`src/core/mrp_map.svh`:
```
// Purpose: constants of the macrocell register bank
// Assumes: one system clock at 100 MHz
// Notes:   definitions only
`ifndef MRP_MAP_SVH
`define MRP_MAP_SVH

// -------------------------------------------------------------
// bank geometry
// -------------------------------------------------------------
`define MRP_NUM_REGS   20
`define MRP_NUM_CELLS  10
`define MRP_PAIR_SIZE  2

// -------------------------------------------------------------
// reset values, preset value and sync reset
// -------------------------------------------------------------
`define MRP_Q_RST      1'b0
`define MRP_PRESET_VAL 1'b1
`define MRP_SYNC_RST   2'h0

`endif

```
`src/core/mrp_pkg.sv`:
```
// Purpose: types of the macrocell register bank
// Assumes: constants live in mrp_map.svh
// Notes:   used with scoped names only
package mrp_pkg;

   // clock source of one flip-flop
   typedef enum logic {
      MRP_CLK_TERM,
      MRP_CLK_PIN
   } mrp_clk_src_t;

   // storage kind of one flip-flop
   typedef enum logic {
      MRP_KIND_D,
      MRP_KIND_T
   } mrp_ff_kind_t;

endpackage : mrp_pkg

```
`src/core/mrp_cell.sv`:
```
// Purpose: one macrocell flip-flop with clear, preset and preload
// Assumes: clock term edge already detected by the bank
// Notes:   clear wins over every other source
`timescale 1ns/10ps
`include "mrp_map.svh"

module mrp_cell (
   // clock and reset
   input  wire logic                 clk_sys_i,
   input  wire logic                 rst_n_i,
   input  wire logic                 ce_i,
   // controls
   input  wire logic                 clk_edge_i,
   input  wire logic                 areset_i,
   input  wire logic                 preset_i,
   input  wire mrp_pkg::mrp_ff_kind_t kind_i,
   input  wire logic                 d_i,
   input  wire logic                 pl_en_i,
   input  wire logic                 pl_wr_i,
   input  wire logic                 pl_data_i,
   // state
   output logic                      q_o
);

   logic next_q;
   logic q;

   // d or t load from the sum term
   wire  load_val = (kind_i == mrp_pkg::MRP_KIND_T) ? (q ^ d_i) : d_i;

   // priority: clear, preload, preset, normal load
   always_comb begin
      next_q = q;
      if (areset_i) begin
         next_q = `MRP_Q_RST;
      end else if (clk_edge_i && pl_en_i) begin
         next_q = pl_wr_i ? pl_data_i : q;
      end else if (clk_edge_i && preset_i) begin
         next_q = `MRP_PRESET_VAL;
      end else if (clk_edge_i) begin
         next_q = load_val;
      end
   end

   // state flip-flop, cleared at power-up
   always_ff @(posedge clk_sys_i) begin
      if (!rst_n_i) begin
         q <= `MRP_Q_RST;
      end else if (ce_i) begin
         q <= next_q;
      end
   end

   assign q_o = q;

endmodule // mrp_cell

```
`src/core/mrp_bank.sv`:
```
// Purpose: bank of twenty macrocell flip-flops, two per output cell
// Assumes: clock terms come from same-clock logic; pins are synchronised
// Notes:   clock terms act on their sampled rising edge
`timescale 1ns/10ps
`include "mrp_map.svh"

module mrp_bank (
   // clock, reset, enable
   input  wire logic                         clk_sys_i,
   input  wire logic                         rst_n_i,
   input  wire logic                         ce_i,
   // array terms, same clock domain
   input  wire logic [`MRP_NUM_REGS-1:0]     ck_term_i,
   input  wire logic [`MRP_NUM_REGS-1:0]     d_term_i,
   input  wire logic [`MRP_NUM_REGS-1:0]     areset_term_i,
   input  wire logic                         sync_preset_i,
   // configuration
   input  wire logic [`MRP_NUM_REGS-1:0]     clk_src_pin_i,
   input  wire logic [`MRP_NUM_REGS-1:0]     toggle_kind_i,
   input  wire logic [`MRP_NUM_CELLS-1:0]    second_register_feedback_select_i,
   input  wire logic                         legacy_mode_i,
   // device pins, asynchronous
   input  wire logic                         pin_clk_i,
   input  wire logic                         preload_en_i,
   input  wire logic                         preload_sel_i,
   input  wire logic [`MRP_NUM_CELLS-1:0]    io_pin_i,
   // register state and feedback
   output logic      [`MRP_NUM_REGS-1:0]     q_o,
   output logic      [`MRP_NUM_CELLS-1:0]    feedback_o
);

   // ----------------------------------------------------------
   // pin synchronisers
   // ----------------------------------------------------------
   localparam int SW = `MRP_NUM_CELLS + 3;

   logic [SW-1:0] sync_a;
   logic [SW-1:0] sync_b;

   // two stages; only sync_b is read by logic
   // pins move at any time, so the first stage may go metastable
   // and nothing but the second stage is allowed to look at it
   always_ff @(posedge clk_sys_i) begin
      if (!rst_n_i) begin
         sync_a <= '0;
         sync_b <= '0;
      end else if (ce_i) begin
         sync_a <= {pin_clk_i, preload_en_i, preload_sel_i, io_pin_i};
         sync_b <= sync_a;
      end
   end

   wire                      pin_clk_s = sync_b[SW-1];
   wire                      pl_en_s   = sync_b[SW-2];
   wire                      pl_sel_s  = sync_b[SW-3];
   wire [`MRP_NUM_CELLS-1:0] io_s      = sync_b[`MRP_NUM_CELLS-1:0];

   // ----------------------------------------------------------
   // clock selection and edge detection
   // ----------------------------------------------------------
   logic [`MRP_NUM_REGS-1:0] lvl_prev;
   logic [`MRP_NUM_REGS-1:0] q_state;

   // pin clocking and toggle disabled in legacy mode
   // legacy forces data-type loading through tog_sel
   wire [`MRP_NUM_REGS-1:0] pin_sel  = clk_src_pin_i & {`MRP_NUM_REGS{~legacy_mode_i}};
   wire [`MRP_NUM_REGS-1:0] tog_sel  = toggle_kind_i & {`MRP_NUM_REGS{~legacy_mode_i}};
   wire [`MRP_NUM_REGS-1:0] clk_lvl  = (pin_sel & {`MRP_NUM_REGS{pin_clk_s}})
                                     | (~pin_sel & ck_term_i);
   wire [`MRP_NUM_REGS-1:0] clk_edge = clk_lvl & ~lvl_prev;

   // previous clock level per register; history resets low, so a term
   // already high when reset lifts counts as a rising clock at once,
   // and a term must drop for one cycle before it can clock again
   always_ff @(posedge clk_sys_i) begin
      if (!rst_n_i) begin
         lvl_prev <= '0;
      end else if (ce_i) begin
         lvl_prev <= clk_lvl;
      end
   end

   // ----------------------------------------------------------
   // flip-flop array
   // ----------------------------------------------------------
   genvar r;
   generate
      for (r = 0; r < `MRP_NUM_REGS; r++) begin : g_ff
         // register r is number r%2 of cell r/2
         // both registers of a cell take preload data from the same pin
         wire pl_wr = ((r % `MRP_PAIR_SIZE) == 1) ? pl_sel_s : ~pl_sel_s;
         mrp_cell u_cell (
            .clk_sys_i  (clk_sys_i),
            .rst_n_i    (rst_n_i),
            .ce_i       (ce_i),
            .clk_edge_i (clk_edge[r]),
            .areset_i   (areset_term_i[r]),
            .preset_i   (sync_preset_i),
            .kind_i     (mrp_pkg::mrp_ff_kind_t'(tog_sel[r])),
            .d_i        (d_term_i[r]),
            .pl_en_i    (pl_en_s),
            .pl_wr_i    (pl_wr),
            .pl_data_i  (io_s[r / `MRP_PAIR_SIZE]),
            .q_o        (q_state[r])
         );
      end
   endgenerate

   // ----------------------------------------------------------
   // outputs
   // ----------------------------------------------------------
   // clear term masks the state at once
   // the state itself empties on the next edge; the mask covers the
   // cycle in which the flip-flop still holds its old value
   assign q_o = q_state & ~areset_term_i;

   // feedback: second register only outside legacy mode
   genvar c;
   generate
      for (c = 0; c < `MRP_NUM_CELLS; c++) begin : g_fb
         assign feedback_o[c] = (second_register_feedback_select_i[c] && !legacy_mode_i)
                              ? q_o[2*c+1] : q_o[2*c];
      end
   endgenerate

   // ----------------------------------------------------------
   // checks
   // ----------------------------------------------------------
   generate
      for (r = 0; r < `MRP_NUM_REGS; r++) begin : g_chk
         // clear acts on the output now and on the state at the next edge
         chk_clear_now: assert property (@(posedge clk_sys_i) disable iff (!rst_n_i)
            ce_i && areset_term_i[r] |-> !q_o[r] ##1 !q_state[r])
            else $error("clear did not act at once");
         chk_clear_wins: assert property (@(posedge clk_sys_i) disable iff (!rst_n_i)
            ce_i && areset_term_i[r] && sync_preset_i && clk_edge[r] |=> !q_state[r])
            else $error("clear lost to preset");
         // preset on a seen rising clock, hold without one
         chk_preset_edge: assert property (@(posedge clk_sys_i) disable iff (!rst_n_i)
            ce_i && sync_preset_i && clk_edge[r] && !areset_term_i[r] && !pl_en_s
            |=> q_state[r]) else $error("preset not loaded");
         chk_no_edge_hold: assert property (@(posedge clk_sys_i) disable iff (!rst_n_i)
            ce_i && !clk_edge[r] && !areset_term_i[r] |=> q_state[r] == $past(q_state[r]))
            else $error("register moved without clock");
         // preload writes the chosen register and spares its partner
         chk_preload_pin: assert property (@(posedge clk_sys_i) disable iff (!rst_n_i)
            ce_i && pl_en_s && clk_edge[r] && !areset_term_i[r] && g_ff[r].pl_wr
            |=> q_state[r] == $past(io_s[r / `MRP_PAIR_SIZE]))
            else $error("preload value wrong");
         chk_preload_keep: assert property (@(posedge clk_sys_i) disable iff (!rst_n_i)
            ce_i && pl_en_s && !g_ff[r].pl_wr && !areset_term_i[r]
            |=> q_state[r] == $past(q_state[r])) else $error("unselected changed");
         // normal load, data or toggle, and data only in legacy mode
         chk_data_load: assert property (@(posedge clk_sys_i) disable iff (!rst_n_i)
            ce_i && clk_edge[r] && !pl_en_s && !sync_preset_i && !areset_term_i[r]
            |=> q_state[r] == ($past(tog_sel[r]) ? $past(q_state[r]) ^ $past(d_term_i[r])
                                                  : $past(d_term_i[r])))
            else $error("normal load wrong");
         chk_legacy_dtype: assert property (@(posedge clk_sys_i) disable iff (!rst_n_i)
            ce_i && legacy_mode_i && clk_edge[r] && !pl_en_s && !sync_preset_i
            && !areset_term_i[r] |=> q_state[r] == $past(d_term_i[r]))
            else $error("toggle used in legacy");
      end
   endgenerate

   // clock source choice per register
   chk_legacy_clock: assert property (@(posedge clk_sys_i) disable iff (!rst_n_i)
      legacy_mode_i |-> clk_lvl == ck_term_i) else $error("pin clock used in legacy");
   chk_pin_select: assert property (@(posedge clk_sys_i) disable iff (!rst_n_i)
      !legacy_mode_i |-> clk_lvl == ((clk_src_pin_i & {`MRP_NUM_REGS{pin_clk_s}})
                                   | (~clk_src_pin_i & ck_term_i)))
      else $error("clock source wrong");

   // power-up clear of the whole bank
   chk_reset_zero: assert property (@(posedge clk_sys_i)
      !rst_n_i |=> q_state == '0) else $error("reset did not clear");

   // legacy feedback always shows the first register of a cell
   generate
      for (c = 0; c < `MRP_NUM_CELLS; c++) begin : g_fb_chk
         chk_legacy_fb: assert property (@(posedge clk_sys_i) disable iff (!rst_n_i)
            legacy_mode_i |-> feedback_o[c] == q_o[2*c])
            else $error("feedback not first register in legacy");
      end
   endgenerate

   // pins reach the logic two enabled edges after they are sampled
   chk_pin_sync: assert property (@(posedge clk_sys_i) disable iff (!rst_n_i)
      ce_i ##1 ce_i |=> sync_b == $past({pin_clk_i, preload_en_i, preload_sel_i, io_pin_i}, 2))
      else $error("pin synchroniser delay wrong");

   // a low enable freezes every register and the synchroniser output
   chk_ce_freeze: assert property (@(posedge clk_sys_i) disable iff (!rst_n_i)
      !ce_i |=> q_state == $past(q_state) && sync_b == $past(sync_b))
      else $error("state moved while enable low");

   // ----------------------------------------------------------
   // coverage of the main scenarios
   // ----------------------------------------------------------
   cov_preload_hi: cover property (@(posedge clk_sys_i) disable iff (!rst_n_i)
      pl_en_s && pl_sel_s && clk_edge[1]);
   cov_preset_all: cover property (@(posedge clk_sys_i) disable iff (!rst_n_i)
      sync_preset_i && (&clk_edge));
   cov_clear_one: cover property (@(posedge clk_sys_i) disable iff (!rst_n_i)
      areset_term_i[3] && q_state[3]);
   cov_pin_clock: cover property (@(posedge clk_sys_i) disable iff (!rst_n_i)
      ce_i && |(pin_sel & clk_edge));
   cov_legacy_load: cover property (@(posedge clk_sys_i) disable iff (!rst_n_i)
      ce_i && legacy_mode_i && |clk_edge);

endmodule // mrp_bank

```
`config.mk`:
```
export PLATFORM = sky130hd
export DESIGN_NAME = mrp_bank
export DESIGN_NICKNAME = d
export VERILOG_FILES = /design/src/core/mrp_pkg.sv /design/src/core/mrp_cell.sv /design/src/core/mrp_bank.sv
export VERILOG_INCLUDE_DIRS = /design/src /design/src/core
export SDC_FILE = /design/constraint.sdc
export NUM_CORES = 1
export LEC_CHECK = 0
export BUFFER_PORTS_ARGS = -buffer_cell sky130_fd_sc_hd__buf_2
export CAP_MARGIN = 5
export CORE_MARGIN = 8
export CORE_UTILIZATION = 44
export DETAILED_ROUTE_END_ITERATION = 16
export PLACE_DENSITY = 0.77
export SYNTH_ARGS = -nofsm -noshare
export SYNTH_HDL_FRONTEND = slang
export SYNTH_SLANG_ARGS = --single-unit
```
`constraint.sdc`:
```
create_clock -name clk_sys_i -period 1.45 [get_ports clk_sys_i]
set_clock_uncertainty 0.2 [all_clocks]
set_input_delay 0.145 -clock clk_sys_i [delete_from_list [all_inputs] [get_ports clk_sys_i]]
set_output_delay 0.145 -clock clk_sys_i [all_outputs]
set_load 0.005 [all_outputs]
```
### After elaboration in Yosys (flattened, before gate mapping)

Index checks and enable logic that the tools add are counted.

| operators by class | value |
|---|---|
| add/sub/neg operators | 0 |
| multiply operators | 0 |
| div/mod/pow operators | 0 |
| order comparisons | 0 |
| equality and inequality tests | 20 |
| shifts and indexed selects | 0 |
| multiplexer cells | 130 |
| bitwise gates (word level) | 31 |
| reduce and logical (&&, ||, !) cells | 91 |

Operators by type and width:

| cell | number |
|---|---|
| 2-to-1 mux 1 bit | 130 |
| AND 20 bit | 6 |
| nonzero test 4 bit | 20 |
| != test 3 bit (second input constant) | 20 |
| inverter 20 bit | 3 |
| AND reduction 3 bit | 20 |
| logical AND 1 bit | 50 |
| OR 20 bit | 1 |
| bitwise XOR 1 bit | 20 |
| zero test 1 bit | 1 |
| inverter 1 bit | 1 |

| storage, ports and cells | value |
|---|---|
| register bits | 66 |
| bits in latches | 0 |
| RAM bits | 0 |
| memory bits (read-only) | 0 |
| input bits | 128 |
| output and inout bits | 30 |
| logic and storage cells | 295 |
| memories | 0 |

### Depth between registers and ports, before layout

| logic depth | value |
|---|---|
| depth after elaboration | 10 |
| mapped depth | 6 |
| gate-level depth less buffers | 4 |

### By module

A second synthesis with hierarchy kept.

| unflattened totals | value |
|---|---|
| cell total of the unflattened synthesis | 519 |
| area, all modules | 4332.9 µm² |

Modules (own cells, without submodules):

| module | instances | cells an instance | area each (µm²) | seq. area each (µm²) |
|---|---|---|---|---|
| mrp_bank | 1 | 279 | 2481.1 | 920.9 |
| mrp_cell | 20 | 12 | 92.6 | 20.0 |

### Worst setup path after synthesis

No wires, ideal clock.

| path | value |
|---|---|
| path kind | flip-flop to flip-flop |
| from | reg sync_b[10] |
| to | reg g_ff[11].u_cell.q |
| setup time | 0.092 ns |
| arrival time | 1.171 ns |
| data required time | 1.158 ns |
| path slack | -0.013 ns |
| stages on the path, launching flop included | 5 |
| path buffers | 1 |
| path through | dfxtp_1 -> buf_2 -> nand2_1 -> a2111o_1 -> o32ai_1 |

| between the ends | value |
|---|---|
| cells in the longest elaborated chain, start to end | 2 |

RTL lines:

| element | RTL line | RTL |
|---|---|---|
| from (decl) | mrp_bank.sv:38 | `logic [SW-1:0] sync_b;` |
| from (signal assigned) | mrp_bank.sv:49 | `sync_b <= sync_a;` |
| != test 3 bit (no line) | n/a |  |
| AND reduction 3 bit (no line) | n/a |  |
| to (signal assigned) | mrp_cell.sv:48 | `` q <= `MRP_Q_RST; `` |
| to (signal assigned) | mrp_cell.sv:50 | `q <= next_q;` |
| to (decl) | mrp_cell.sv:26 | `logic q;` |

Every way passes these cells.
A chain may end at the register's enable or synchronous reset.

### Worst setup path in the final report

| path | value |
|---|---|
| from | reg sync_b[10] |
| to | reg g_ff[7].u_cell.q |

| between the ends | value |
|---|---|
| cells in the longest elaborated chain, start to end | 2 |

RTL lines:

| element | RTL line |
|---|---|
| != test 3 bit (no line) | n/a |
| AND reduction 3 bit (no line) | n/a |
| to (signal assigned) | mrp_cell.sv:48 |
| to (signal assigned) | mrp_cell.sv:50 |
| to (decl) | mrp_cell.sv:26 |

Every way passes these cells.

==> out/qor.txt <==
DP HPWL -> 9760 um
Multi-input gate area -> 2930 um^2
largest family of logic cells by synthesized area -> simple AND/OR/NAND/NOR gates
xor-xnor portion of the synthesized cell area -> 4.44%
Residual DRC -> 0
CTS clk-pin slew, worst paths -> 70 ps
r2r setup slk -> -170 ps
dominant cells by area after synthesis -> dfxtp_1 34%, mux2i_1 12%, nor2b_1 7.5%
hold_ws -> -3.53 ps
kind of critical path -> reg2reg
clk root buf -> clkbuf_8
vias in the first global route -> 4834
TritonCTS clock tree -> built
status -> finished with violations
compound-gate portion of the synthesized area -> 13.9%
gpl congestion -> 0.804
largest net degree at the start of global routing -> 67
Critical Path RT -> 1490 ps
row count -> 34
setup slack after layout -> -168 ps
final count of pins violating max slew -> 0
effective utilization at floorplan -> 45.2%
post-synthesis cell area -> 3940 um^2
WHS Path Cells -> 3
total power -> 0.00440 W
syn nets -> 584
Hold Path Class -> in2reg
yosys warns -> 0
CP arrival -> 1660 ps
I/O pin total -> 158
Setup crit start kind -> flop
final-report setup violation count -> 30
TritonCTS buffer count -> 9
sequential area share after synthesis -> 33.5%
Worst Path Max Fanout -> 7
post-synthesis to final-layout area growth -> 59.9%
relative slew slack -> 58.8%
via/cell ratio -> 5.68
adder-cell area share of the yosys netlist -> 0%
Mapped Cells -> 456
Reg area -> 1350 um^2
period utilization -> 112%
# diodes -> 0
Die Width -> 111 um
Core Footprint -> 8720 um^2
min Tclk post-route -> 1620 ps
HP Start -> areset_term_i[10]
simple-gate share of the synthesized area -> 29.8%
R2R Path Start -> sync_b[10]
final WL -> 15000 um
Max Fclk -> 618 MHz
initial antenna violation count -> 0
Hold EP -> g_ff[10].u_cell.q_o
grt total ovfl -> 0
first-pass GRT wire length -> 23200 um
fill cell count -> 614
die area -> 12200 um^2
H-tree depth -> 3
max cap viols -> 0
nets -> 809
Worst Max-Slew Pin Slew -> 618 ps
FF-to-FF path depth -> 4
mux share of post-synthesis cell area -> 14.5%
total number of vias -> 4495
Reg2Reg Capture Point -> g_ff[7].u_cell.q_o
Leak -> 2.90 nW
CP endpoint kind -> flop
worst skew pair latency -> 340 ps
final hold vios -> 2
starting DRC count in detailed routing -> 235
worst slack at placement -> -140 ps
Clock Sinks -> 66
share of cells above drive strength 1 -> 46.6%
Power per Cell Area -> 698 nW/um^2
CTS Buffer Depth -> 2
Seq cells post-synth -> 66
count of distinct cell types in the synthesized netlist -> 24
router iterations before antenna repair -> 6
count of hold-fix buffers inserted at cts -> 40
area share of the leading cell type in the synthesized netlist -> 33.5%
WL per Instance -> 18.9 um
gr usage total -> 22.4%
failing checks -> negative hold slack, negative setup slack
ANT nets after route -> 0
Worst VDD drop -> 0.522 mV
Avg Cell Area, Syn -> 8.64 um^2
input/output buffers -> 157
post-synth top area cell -> dfxtp_1
RSZ-0062 raised after global routing -> true
die span in y -> 111 um
==> synth_stat cells <==
master    number
mux2_1        10
nand2b_1      29
a2111o_1      10
nor2b_1       47
nand2_1       50
buf_2          7
buf_4          1
or4_1         10
nor3_1        20
nand2_2        1
o21ai_1        2
inv_2          2
a21oi_1       10
dfxtp_1       66
nand3b_1      20
xnor2_1       20
or2_1          1
nand3_1       20
clkbuf_1      23
o32ai_1       20
mux2i_1       46
o211a_1       20
nor2_1        20
buf_6          1
==> stage by stage <==
stage | TNS, ps | instance area (um^2) | std cells | util, % | hold slack (ps)
global placement | -433 | 4980 | 716 | 57.1 | 204
CTS | -2110 | 6050 | 789 | 69.4 | -43.3
finish | -2490 | 6300 | 791 | 72.3 | -3.53
floorplan | 0 | 3950 | 456 | - | 114
detailed placement | -1860 | 4980 | 716 | 57.1 | 212
global route | -3650 | 6300 | 791 | 72.3 | 13.9
==> state kept, by name (all words and copies together), names as in the netlist <==
signal and cells:
g_ff.u_cell.q_o 20, lvl_prev 20, sync_a 13, sync_b 13
==> how the worst max path moves through the flow <==
stage               start             endpoint
5_1_grt        sync_b[10]  g_ff[14].u_cell.q_o
3_5_place_dp   sync_b[10]   g_ff[0].u_cell.q_o
3_3_place_gp   sync_b[10]  g_ff[16].u_cell.q_o
6_report       sync_b[10]   g_ff[7].u_cell.q_o
4_1_cts        sync_b[10]   g_ff[8].u_cell.q_o
2_1_floorplan  sync_b[11]  g_ff[10].u_cell.q_o
==> final cells by class <==
cell class	count	share of cell area, %
inverters	2	0.278
well taps	108	2.14
repair buffers	246	27.2
clock buffers	13	2.52
flip-flops and latches	66	21.5
multi-input cells	356	46.4
==> cell families after synthesis <==
kind of cell | Yosys count
AOI/OAI and AO/OA | 62
xor gates and xnor gates | 20
buffers and inverters | 34
DFF | 66
muxes | 56
and+or+nand+nor | 218
==> routing by layer <==
layer | vias up | GRT usage (%) | routed length (um)
met5 | - | 0 | 0
met4 | 0 | 9.91 | 514
met3 | 46 | 6.71 | 1170
met2 | 247 | 40.5 | 7700
met1 | 2124 | 23.3 | 5590
li1 | 2078 | - | -
==> power breakdown <==
group / internal, W / switching [W]
Sequential: 0.00191 / 0.0000721
Combinational: 0.000578 / 0.000518
Clock: 0.000687 / 0.000637
==> worst max-delay path: stages (launching register included) <==
cell and delay, ps:
dfxtp_4 370, buf_4 160, nand2_1 100, a2111o_1 470, o32ai_2 220
==> timing repair <==
action | in CTS | in global routing
pin swaps | 0 | 10
cloned | 0 | 1
buffers inserted | 20 | 1
endpoints found under the setup margin | 30 | 32
gates resized for setup | 98 | 48
hold endpoints to repair | 33 | 1
==> layout by cell type (no fill, tap or decap), types with 2 or more instances in the layout <==
cell	Yosys	final
o32ai_2	0	19
nor3_1	20	12
nand2_1	50	50
mux2i_1	46	42
buf_12	0	4
nand3b_1	20	20
nand2b_1	29	29
buf_4	1	40
nor2b_4	0	19
or4_4	0	2
buf_6	1	14
o211a_1	20	20
o21ai_2	0	2
nor3_2	0	7
a21oi_1	10	10
or4_1	10	8
clkbuf_1	23	2
xnor2_1	20	20
nor2_1	20	9
mux2i_2	0	4
dfxtp_1	66	44
mux2_4	0	10
dfxtp_2	0	20
dfxtp_4	0	2
nor2b_1	47	28
clkbuf_8	0	11
a2111o_1	10	10
nor2_2	0	6
nand3_1	20	20
buf_2	7	146
dlygate4sd3_1	0	39
nor2_4	0	5
(Power assumes the default switching activity.)
